<file path="config.mk">
export PLATFORM = sky130hd
export DESIGN_NAME = analog_out_core
export DESIGN_NICKNAME = d
export VERILOG_FILES = /design/src/core/ao_pkg.sv /design/src/core/pin_sync.sv /design/src/core/chan_limit_alarm.sv /design/src/core/analog_out_core.sv
export SDC_FILE = /design/constraint.sdc
export NUM_CORES = 1
export LEC_CHECK = 0
export BUFFER_PORTS_ARGS = -buffer_cell sky130_fd_sc_hd__buf_2
export CORE_ASPECT_RATIO = 0.75
export CORE_MARGIN = 5
export CORE_UTILIZATION = 65
export CTS_BUF_LIST = sky130_fd_sc_hd__clkbuf_4 sky130_fd_sc_hd__clkbuf_8
export CTS_CLUSTER_DIAMETER = 100
export DETAILED_ROUTE_END_ITERATION = 10
export GPL_TIMING_DRIVEN = 0
export PLACE_DENSITY = 0.83
export SLEW_MARGIN = 10
export SYNTH_ARGS = -nofsm -noshare
export SYNTH_HDL_FRONTEND = slang
export SYNTH_SLANG_ARGS = --single-unit
</file>
<file path="constraint.sdc">
create_clock -name mclk -period 4.2 [get_ports mclk]
set_input_delay 0.63 -clock mclk [delete_from_list [all_inputs] [get_ports mclk]]
set_output_delay 0.63 -clock mclk [all_outputs]
set_load 0.03 [all_outputs]
</file>
<file path="src/core/ao_pkg.sv">
// Contract
// - Output code is 12-bit unsigned, scaled linearly
// - Range switch: off 1-5V/4-20mA, on 0-10V
// - Wide range applies to both channels together
// - Config words load only at reset or restart
// - Limiting holds output between lower and upper
// - Out-of-limit request sets limit flag, bits 05-08
// - Alarm only reports, never alters output
// - Upper alarm: set at >=, clear below minus deadband
// - Lower alarm: set at <=, clear above plus deadband
// - Any alarm lights indicator and alarm terminals
// - Pulse switch adds pulse output on one channel
// - Channel switch picks pulsed channel, never both
// - Duty resolution is 1/256 of period
// - Control bits 02:00 select period 1-20 s
// - Duty comes from channel data, 0FFF full
// - New duty or period waits for period end
// - Status bit 00 flags invalid loaded config
// - Alarm flags in status bits 01 to 04
package ao_pkg;

  // ==========================================================
  // Register map (word index on the plain register port)
  localparam int          ADDR_W        = 4;
  localparam int          DATA_W        = 16;
  localparam int          CODE_W        = 12;
  localparam logic [3:0]  REG_OUT1      = 4'h0;
  localparam logic [3:0]  REG_OUT2      = 4'h1;
  localparam logic [3:0]  REG_CTRL      = 4'h2;
  localparam logic [3:0]  REG_STATUS    = 4'h3;
  localparam logic [3:0]  REG_CFG_LOLIM = 4'h4;
  localparam logic [3:0]  REG_CFG_HILIM = 4'h5;
  localparam logic [3:0]  REG_CFG_ALMLO = 4'h6;
  localparam logic [3:0]  REG_CFG_ALMHI = 4'h7;
  localparam logic [3:0]  REG_CFG_DEAD  = 4'h8;
  localparam logic [3:0]  REG_RESTART   = 4'h9;

  // ==========================================================
  // Control word fields
  localparam int CTRL_W          = 9;
  localparam int CTRL_PERIOD_LSB = 0;
  localparam int CTRL_ALM1       = 4;
  localparam int CTRL_ALM2       = 5;
  localparam int CTRL_LIM1       = 6;
  localparam int CTRL_LIM2       = 7;
  localparam int CTRL_PROHIBIT   = 8;

  // ==========================================================
  // Status word fields
  localparam int STAT_CFG_ERR = 0;
  localparam int STAT_ALM1_LO = 1;
  localparam int STAT_ALM1_HI = 2;
  localparam int STAT_ALM2_LO = 3;
  localparam int STAT_ALM2_HI = 4;
  localparam int STAT_LIM1_LO = 5;
  localparam int STAT_LIM1_HI = 6;
  localparam int STAT_LIM2_LO = 7;
  localparam int STAT_LIM2_HI = 8;

  // ==========================================================
  // Reset values
  localparam logic [15:0] RST_WORD = 16'h0000;
  localparam logic [11:0] RST_CODE = 12'h000;
  localparam logic [11:0] CODE_MAX = 12'hfff;

  // ==========================================================
  // Pulse timing: one phase step is 1/256 of a 1 s period
  localparam longint CLK_PERIOD_PS = 4000;
  localparam longint STEP_TIME_PS  = 64'd1_000_000_000_000 / 256;
  localparam int     STEP_CYCLES   = int'(STEP_TIME_PS / CLK_PERIOD_PS);
  localparam int     STEP_W        = 20;
  localparam logic [2:0] PER_1S  = 3'h0;
  localparam logic [2:0] PER_2S  = 3'h1;
  localparam logic [2:0] PER_5S  = 3'h2;
  localparam logic [2:0] PER_10S = 3'h3;
  localparam logic [2:0] PER_20S = 3'h4;
  localparam logic [4:0] MULT_1S  = 5'h01;
  localparam logic [4:0] MULT_2S  = 5'h02;
  localparam logic [4:0] MULT_5S  = 5'h05;
  localparam logic [4:0] MULT_10S = 5'h0a;
  localparam logic [4:0] MULT_20S = 5'h14;
  localparam logic [8:0] DUTY_FULL = 9'h100;

endpackage : ao_pkg

</file>
<file path="src/core/pin_sync.sv">
`timescale 1ns/10ps
module pin_sync (
  input  wire logic mclk,
  input  wire logic arst_n,
  input  wire logic pinIn,
  output logic      level
);

  typedef struct packed {
    logic [2:0] stage;
    logic       level;
  } sync_s;

  sync_s s_reg;
  sync_s s_next;

  // First stage feeds only the second; the last two must agree
  always_comb begin
    s_next       = s_reg;
    s_next.stage = {s_reg.stage[1:0], pinIn};
    if (s_reg.stage[1] == s_reg.stage[2]) begin
      s_next.level = s_reg.stage[2];
    end
  end

  always_ff @(posedge mclk or negedge arst_n) begin
    if (!arst_n) begin
      s_reg <= '0;
    end else begin
      s_reg <= s_next;
    end
  end

  assign level = s_reg.level;

endmodule : pin_sync

</file>
<file path="src/core/chan_limit_alarm.sv">
`timescale 1ns/10ps
module chan_limit_alarm (
  input  wire logic        mclk,
  input  wire logic        arst_n,
  input  wire logic [11:0] request,
  input  wire logic        limitEn,
  input  wire logic        alarmEn,
  input  wire logic [11:0] loLim,
  input  wire logic [11:0] hiLim,
  input  wire logic [11:0] almLo,
  input  wire logic [11:0] almHi,
  input  wire logic [11:0] dead,
  output logic [11:0]      code,
  output logic             limLoFlag,
  output logic             limHiFlag,
  output logic             almLoFlag,
  output logic             almHiFlag
);

  typedef struct packed {
    logic [11:0] code;
    logic        limLo;
    logic        limHi;
    logic        almLo;
    logic        almHi;
  } chan_s;

  chan_s c_reg;
  chan_s c_next;

  always_comb begin
    c_next = c_reg;
    c_next.code  = request;
    c_next.limLo = 1'b0;
    c_next.limHi = 1'b0;
    if (limitEn) begin
      if (request > hiLim) begin
        c_next.code  = hiLim;
        c_next.limHi = 1'b1;
      end else if (request < loLim) begin
        c_next.code  = loLim;
        c_next.limLo = 1'b1;
      end
    end
    // Alarms watch the driven code and never feed back into it
    if (!alarmEn) begin
      c_next.almHi = 1'b0;
      c_next.almLo = 1'b0;
    end else begin
      if (c_reg.code >= almHi) begin
        c_next.almHi = 1'b1;
      end else if (({1'b0, c_reg.code} + {1'b0, dead}) < {1'b0, almHi}) begin
        c_next.almHi = 1'b0;
      end
      if (c_reg.code <= almLo) begin
        c_next.almLo = 1'b1;
      end else if ({1'b0, c_reg.code} > ({1'b0, almLo} + {1'b0, dead})) begin
        c_next.almLo = 1'b0;
      end
    end
  end

  always_ff @(posedge mclk or negedge arst_n) begin
    if (!arst_n) begin
      c_reg <= '0;
    end else begin
      c_reg <= c_next;
    end
  end

  assign code      = c_reg.code;
  assign limLoFlag = c_reg.limLo;
  assign limHiFlag = c_reg.limHi;
  assign almLoFlag = c_reg.almLo;
  assign almHiFlag = c_reg.almHi;

endmodule : chan_limit_alarm

</file>
<file path="src/core/analog_out_core.sv">
// Design decisions made here: the plain strobed port and the address map.
`timescale 1ns/10ps
module analog_out_core #(
  parameter logic [19:0] STEP_CYCLES = 20'(ao_pkg::STEP_CYCLES)
) (
  input  wire logic        mclk,
  input  wire logic        arst_n,
  input  wire logic [3:0]  regAddr,
  input  wire logic [15:0] regWdata,
  input  wire logic        regWr,
  input  wire logic        regRd,
  output logic [15:0]      regRdata,
  input  wire logic        rangeSwitch,
  input  wire logic        pulseEnSwitch,
  input  wire logic        pulseChSwitch,
  output logic [11:0]      dacCode1,
  output logic [11:0]      dacCode2,
  output logic             rangeWide1,
  output logic             rangeWide2,
  output logic             pulseOut1,
  output logic             pulseOut2,
  output logic             alarmLed,
  output logic [3:0]       alarmTerm
);

  // ==========================================================
  // State
  typedef struct packed {
    logic [11:0] outData1;
    logic [11:0] outData2;
    logic [8:0]  ctrl;
    logic [15:0] stLoLim;
    logic [15:0] stHiLim;
    logic [15:0] stAlmLo;
    logic [15:0] stAlmHi;
    logic [15:0] stDead;
    logic [11:0] loLim;
    logic [11:0] hiLim;
    logic [11:0] almLo;
    logic [11:0] almHi;
    logic [11:0] dead;
    logic        cfgErr;
    logic        loadPend;
    logic [15:0] rdata;
    logic [11:0] dac1;
    logic [11:0] dac2;
    logic        rangeWide;
    logic [19:0] stepCnt;
    logic [4:0]  multCnt;
    logic [4:0]  mult;
    logic [7:0]  phase;
    logic [8:0]  duty;
    logic        pulseCh;
    logic        pulseOn;
    logic        pulseEn;
  } core_s;

  core_s s_reg;
  core_s s_next;

  // ==========================================================
  // Switch inputs
  logic rangeLevel;
  logic pulseEnLevel;
  logic pulseChLevel;

  pin_sync u_syncRange (
    .mclk   (mclk),
    .arst_n (arst_n),
    .pinIn  (rangeSwitch),
    .level  (rangeLevel)
  );

  pin_sync u_syncPulseEn (
    .mclk   (mclk),
    .arst_n (arst_n),
    .pinIn  (pulseEnSwitch),
    .level  (pulseEnLevel)
  );

  pin_sync u_syncPulseCh (
    .mclk   (mclk),
    .arst_n (arst_n),
    .pinIn  (pulseChSwitch),
    .level  (pulseChLevel)
  );

  // ==========================================================
  // Channels
  logic [11:0] chanCode1;
  logic [11:0] chanCode2;
  logic        limLo1;
  logic        limHi1;
  logic        almLo1;
  logic        almHi1;
  logic        limLo2;
  logic        limHi2;
  logic        almLo2;
  logic        almHi2;

  chan_limit_alarm u_chan1 (
    .mclk      (mclk),
    .arst_n    (arst_n),
    .request   (s_reg.outData1),
    .limitEn   (s_reg.ctrl[ao_pkg::CTRL_LIM1]),
    .alarmEn   (s_reg.ctrl[ao_pkg::CTRL_ALM1]),
    .loLim     (s_reg.loLim),
    .hiLim     (s_reg.hiLim),
    .almLo     (s_reg.almLo),
    .almHi     (s_reg.almHi),
    .dead      (s_reg.dead),
    .code      (chanCode1),
    .limLoFlag (limLo1),
    .limHiFlag (limHi1),
    .almLoFlag (almLo1),
    .almHiFlag (almHi1)
  );

  chan_limit_alarm u_chan2 (
    .mclk      (mclk),
    .arst_n    (arst_n),
    .request   (s_reg.outData2),
    .limitEn   (s_reg.ctrl[ao_pkg::CTRL_LIM2]),
    .alarmEn   (s_reg.ctrl[ao_pkg::CTRL_ALM2]),
    .loLim     (s_reg.loLim),
    .hiLim     (s_reg.hiLim),
    .almLo     (s_reg.almLo),
    .almHi     (s_reg.almHi),
    .dead      (s_reg.dead),
    .code      (chanCode2),
    .limLoFlag (limLo2),
    .limHiFlag (limHi2),
    .almLoFlag (almLo2),
    .almHiFlag (almHi2)
  );

  // ==========================================================
  // Status word
  logic [15:0] statusWord;

  always_comb begin
    statusWord = ao_pkg::RST_WORD;
    statusWord[ao_pkg::STAT_CFG_ERR] = s_reg.cfgErr;
    statusWord[ao_pkg::STAT_ALM1_LO] = almLo1;
    statusWord[ao_pkg::STAT_ALM1_HI] = almHi1;
    statusWord[ao_pkg::STAT_ALM2_LO] = almLo2;
    statusWord[ao_pkg::STAT_ALM2_HI] = almHi2;
    statusWord[ao_pkg::STAT_LIM1_LO] = limLo1;
    statusWord[ao_pkg::STAT_LIM1_HI] = limHi1;
    statusWord[ao_pkg::STAT_LIM2_LO] = limLo2;
    statusWord[ao_pkg::STAT_LIM2_HI] = limHi2;
  end

  // ==========================================================
  // Config validation
  logic cfgBad;

  // Limits must fit 12 bits and be ordered; a bad set is not taken
  assign cfgBad = (|s_reg.stLoLim[15:12]) || (|s_reg.stHiLim[15:12])
               || (|s_reg.stAlmLo[15:12]) || (|s_reg.stAlmHi[15:12])
               || (|s_reg.stDead[15:12])
               || (s_reg.stLoLim > s_reg.stHiLim)
               || (s_reg.stAlmLo > s_reg.stAlmHi);

  // ==========================================================
  // Pulse period decode
  logic [4:0] multSel;

  always_comb begin
    case (s_reg.ctrl[ao_pkg::CTRL_PERIOD_LSB +: 3])
      ao_pkg::PER_1S:  multSel = ao_pkg::MULT_1S;
      ao_pkg::PER_2S:  multSel = ao_pkg::MULT_2S;
      ao_pkg::PER_5S:  multSel = ao_pkg::MULT_5S;
      ao_pkg::PER_10S: multSel = ao_pkg::MULT_10S;
      ao_pkg::PER_20S: multSel = ao_pkg::MULT_20S;
      default:         multSel = ao_pkg::MULT_1S;
    endcase
  end

  logic [11:0] dutySrc;
  logic [8:0]  dutySel;

  assign dutySrc = pulseChLevel ? s_reg.outData2 : s_reg.outData1;
  // Top code must reach a steady high level despite the 8-bit step
  assign dutySel = (dutySrc == ao_pkg::CODE_MAX) ? ao_pkg::DUTY_FULL
                                                 : {1'b0, dutySrc[11:4]};

  // ==========================================================
  // Next state
  always_comb begin
    s_next          = s_reg;
    s_next.rdata    = ao_pkg::RST_WORD;
    // Cleared first so a restart written during a load is not lost
    s_next.loadPend = 1'b0;

    if (regWr) begin
      case (regAddr)
        ao_pkg::REG_OUT1:      s_next.outData1 = regWdata[11:0];
        ao_pkg::REG_OUT2:      s_next.outData2 = regWdata[11:0];
        ao_pkg::REG_CTRL:      s_next.ctrl     = regWdata[8:0];
        ao_pkg::REG_CFG_LOLIM: s_next.stLoLim  = regWdata;
        ao_pkg::REG_CFG_HILIM: s_next.stHiLim  = regWdata;
        ao_pkg::REG_CFG_ALMLO: s_next.stAlmLo  = regWdata;
        ao_pkg::REG_CFG_ALMHI: s_next.stAlmHi  = regWdata;
        ao_pkg::REG_CFG_DEAD:  s_next.stDead   = regWdata;
        ao_pkg::REG_RESTART: begin
          if (regWdata[0]) begin
            s_next.loadPend = 1'b1;
          end
        end
        default: begin
        end
      endcase
    end

    if (regRd) begin
      case (regAddr)
        ao_pkg::REG_OUT1:      s_next.rdata = {4'h0, s_reg.outData1};
        ao_pkg::REG_OUT2:      s_next.rdata = {4'h0, s_reg.outData2};
        ao_pkg::REG_CTRL:      s_next.rdata = {7'h00, s_reg.ctrl};
        ao_pkg::REG_STATUS:    s_next.rdata = statusWord;
        ao_pkg::REG_CFG_LOLIM: s_next.rdata = s_reg.stLoLim;
        ao_pkg::REG_CFG_HILIM: s_next.rdata = s_reg.stHiLim;
        ao_pkg::REG_CFG_ALMLO: s_next.rdata = s_reg.stAlmLo;
        ao_pkg::REG_CFG_ALMHI: s_next.rdata = s_reg.stAlmHi;
        ao_pkg::REG_CFG_DEAD:  s_next.rdata = s_reg.stDead;
        default:               s_next.rdata = ao_pkg::RST_WORD;
      endcase
    end

    // Staged words only reach the limit logic here, never on write
    if (s_reg.loadPend) begin
      s_next.cfgErr   = cfgBad;
      if (!cfgBad) begin
        s_next.loLim = s_reg.stLoLim[11:0];
        s_next.hiLim = s_reg.stHiLim[11:0];
        s_next.almLo = s_reg.stAlmLo[11:0];
        s_next.almHi = s_reg.stAlmHi[11:0];
        s_next.dead  = s_reg.stDead[11:0];
      end
    end

    // Alarms are not consulted here: codes come from limiting, or are zero while the prohibit bit is set
    if (s_reg.ctrl[ao_pkg::CTRL_PROHIBIT]) begin
      s_next.dac1 = ao_pkg::RST_CODE;
      s_next.dac2 = ao_pkg::RST_CODE;
    end else begin
      s_next.dac1 = chanCode1;
      s_next.dac2 = chanCode2;
    end
    s_next.rangeWide = rangeLevel;

    // Phase steps of 1/256 s, each repeated mult times per phase
    s_next.pulseEn = pulseEnLevel;
    if (s_reg.stepCnt >= STEP_CYCLES - 20'h0_0001) begin
      s_next.stepCnt = 20'h0_0000;
      if (s_reg.multCnt >= s_reg.mult - 5'h01) begin
        s_next.multCnt = 5'h00;
        s_next.phase   = s_reg.phase + 8'h01;
        if (s_reg.phase == 8'hff) begin
          s_next.mult    = multSel;
          s_next.duty    = dutySel;
          s_next.pulseCh = pulseChLevel;
        end
      end else begin
        s_next.multCnt = s_reg.multCnt + 5'h01;
      end
    end else begin
      s_next.stepCnt = s_reg.stepCnt + 20'h0_0001;
    end
    s_next.pulseOn = ({1'b0, s_next.phase} < s_next.duty);
  end

  // ==========================================================
  // Registers
  always_ff @(posedge mclk or negedge arst_n) begin
    if (!arst_n) begin
      s_reg          <= '0;
      // Power-up counts as a load request
      s_reg.loadPend <= 1'b1;
      s_reg.mult     <= ao_pkg::MULT_1S;
    end else begin
      s_reg <= s_next;
    end
  end

  // ==========================================================
  // Outputs
  assign regRdata   = s_reg.rdata;
  assign dacCode1   = s_reg.dac1;
  assign dacCode2   = s_reg.dac2;
  assign rangeWide1 = s_reg.rangeWide;
  assign rangeWide2 = s_reg.rangeWide;
  // One select bit feeds both gates, so both can never pulse
  assign pulseOut1  = s_reg.pulseEn && !s_reg.pulseCh && s_reg.pulseOn;
  assign pulseOut2  = s_reg.pulseEn && s_reg.pulseCh && s_reg.pulseOn;
  assign alarmTerm  = {almHi2, almLo2, almHi1, almLo1};
  assign alarmLed   = |alarmTerm;

endmodule : analog_out_core

</file>
==> run metrics <==
status=finished, final reports clean; Slew Limit Headroom=23.4%; RD Place Congestion=approximately 1.1; hold buffer count at cts=0; Hold WS=0.0982 ns; dpl hpwl=approximately 43000 um; register area=7760 um2; sequential area share after synthesis=about two fifths; Slew Limit Fails=0; Post-Synthesis Cells=1786; Root Buffer=clkbuf_8; Peak VDD IR=0.000282 V; area growth from synthesis to layout=11.0%; fmax=about 0.24 GHz; Residual DRC=0; Worst Hold Class=input pin to async pin; DR WL/cell=about 24 um; synthesized flop and latch total=310; syn_nets=~2000; Max-cap violations=0; CP Depth=14; Cell Chain, Critical Path=ha_1 > fa_1 > a21o_1 > a21oi_2 > o21a_1 > o21ai_0 > a31o_2 > a21oi_1 > xnor2_1 > ha_1 > a2111o_1 > a211oi_1 > o31ai_1 > or3_1; register share of total power=about two fifths; Overflow after GRT=0; Worst setup EP type=register; largest net degree at the start of global routing=approximately 120; Skew-Pair Late Insertion Delay=approximately 0.61 ns; initial antenna violation count=0; PortBufs=71; die width=207 um; final period utilization=~97%; Worst Path Buf+Inv=0; Ys Warns=0; r2r worst-path depth=14; largest fanout on the critical path=4; EDFF count, synth=0; first-pass GRT wire length=approximately 86000 um; Die Area=32600 um2; Clock Skew=around 0.018 ns; fin crit period=~4.1 ns; Reg clk slew, reported paths=~0.070 ns; crit path kind=register to register; Synth cell types=just under 70; CTS tree=yes; WL met2=23000 um; critical path startpoint category=register; Hold Vio Cnt, Final=0; Sw Share=approximately 38%; CP max stage cell=dfrtp_1; drt first pass iters=6; Synth top area share=between 40 and 50%; Nets=2165; area leader, netlist=dfrtp_1; # IOs=76; critical path required time=between 4 and 5 ns; CTS H-Tree Depth=2; synthesized area=about 19000 um2; max reg flops=~230; Switching Power=a little over 0.004 W; vias in the first global route=about 15000; core region area=around 29000 um2; DIE HEIGHT=about 160 um; Main synth FF type=dfrtp_1; Via density=~6.5; uppermost layer routed=met5; CTS buffer count=48; Post-DRT Antenna Nets=0; Placed Cells=2251; Total GRT Usage=roughly a third; ant diodes=0; fraction of registers with async set/reset=100%; Placed Area=~20000 um2; most frequent cells after synthesis=308 x dfrtp_1, 226 x ha_1, 154 x mux2_2; fill cell count=roughly 2100; P_leak=slightly above 10 nW; via count=between 15000 and 20000; clock sinks=between 300 and 400; Max clock buf depth=3; Setup Viol. Count Final=0; starting density of the core=between 60% and 70%; Total Wirelength=about 56000 um; Comb power frac=approximately 33%; Setup Buffers After CTS=0; Finished Layout Cells=between 2000 and 2500; Finished Core Util=72.6%; cell family with most CP delay=compound AO/OA/AOI/OAI gates; count leader, synth=dfrtp_1; DRT iter0 DRCs=~1800; Least-Margin Pin Slew=around 1.1 ns; RSZ-0062 raised after global routing=false; design area=approximately 21000 um2; metal3 WL=roughly 7400 um; Top cell by count, worst path=ha_1; wl on met1=between 20000 and 25000 um; slowest stage delay, CP=around 0.44 ns; # rows=between 50 and 60; Clock power frac=around 28%; multi-input logic area=~10000 um2; fraction of layout cells with a size suffix above 1=20.7%; Avg Synthesized Cell Area=roughly 11 um2; most area-consuming cells after synthesis=dfrtp_1 41%, ha_1 15%, mux2_2 9.2%; PwrDens=507 nW/um2; Worst EP arrival=4.58 ns; Cell Int Power=between 0.006 and 0.007 W
-- cells in the final DEF (no fill, tap or decap), drive strengths merged, types with 44 or more instances in the layout --
cell,Yosys,final
ha,226,226
clkbuf,41,119
buf,58,131
nor2b,44,44
a21oi,83,83
o21ai,50,50
nor2,73,73
mux2,155,155
inv,115,115
nand3,57,57
nand2,107,107
dfrtp,308,308
-- worst paths after layout --
kind / startpoint / end / slack [ns]
max in group asynchronous: arst_n / s_reg[18] / 3.03
min: arst_n / dacCode1[8] / 0.1
max reg2reg: s_reg[93] / u_chan2.almHiFlag / 0.11
min reg2reg: u_syncRange.s_next[2] / u_syncRange.s_next[3] / 0.35
max: s_reg[93] / u_chan2.almHiFlag / 0.11
min in group mclk: rangeSwitch / u_syncRange.s_next[2] / 0.13
-- metal layers --
metal	GRT usage, %	vias to the layer above
met5	2.53	-
met4	12.2	3
met3	11.2	189
met2	49.1	910
met1	50.5	7407
li1	-	6764
-- layout make-up --
cell class                      instances  share of cell area (%)
Multi-Input combinational cell       1262                    48.6
Sequential cell                       310                    37.0
Clock buffer                           78                    4.70
Buffer                                 99                    2.66
Tap cell                              392                    2.34
Inverter                              115                    2.06
Timing Repair Buffer                   73                    2.00
Clock inverter                         12                   0.668
-- stage by stage --
step / setup slack [ns] / total power, W / TNS [ns]
after floorplan: 0.608 / 0.00627 / 0
final: 0.106 / 0.0106 / 0
after global routing: 0.0150 / 0.0111 / 0
after detailed placement: 0.0161 / 0.00758 / 0
after CTS: 0.0969 / 0.0105 / 0
after global placement: -3.07 / 0.00737 / -936.74
-- kinds of logic after synthesis --
group | share of synthesized area (%)
xor gates and xnor gates | 2.55
muxes | 10.9
DFF | 41.0
adders and majority gates | 15.4
AOI/OAI and AO/OA | 13.0
and+or+nand+nor | 11.8
buffers and inverters | 5.24
-- timing repair --
item,4_1_cts,5_1_grt
cloned,0,0
resized for setup,1,7
endpoints found under the setup margin,1,3
-- power groups by stage --
stage	clock, W	combinational, W	sequential (W)
after detailed placement	0	0.00338	0.00420
final	0.00293	0.00352	0.00419
after floorplan	0	0.00245	0.00382
after global routing	0.00309	0.00385	0.00420
after global placement	0	0.00319	0.00418
after CTS	0.00295	0.00341	0.00414
Note: power is estimated with default switching activity, not from simulation.
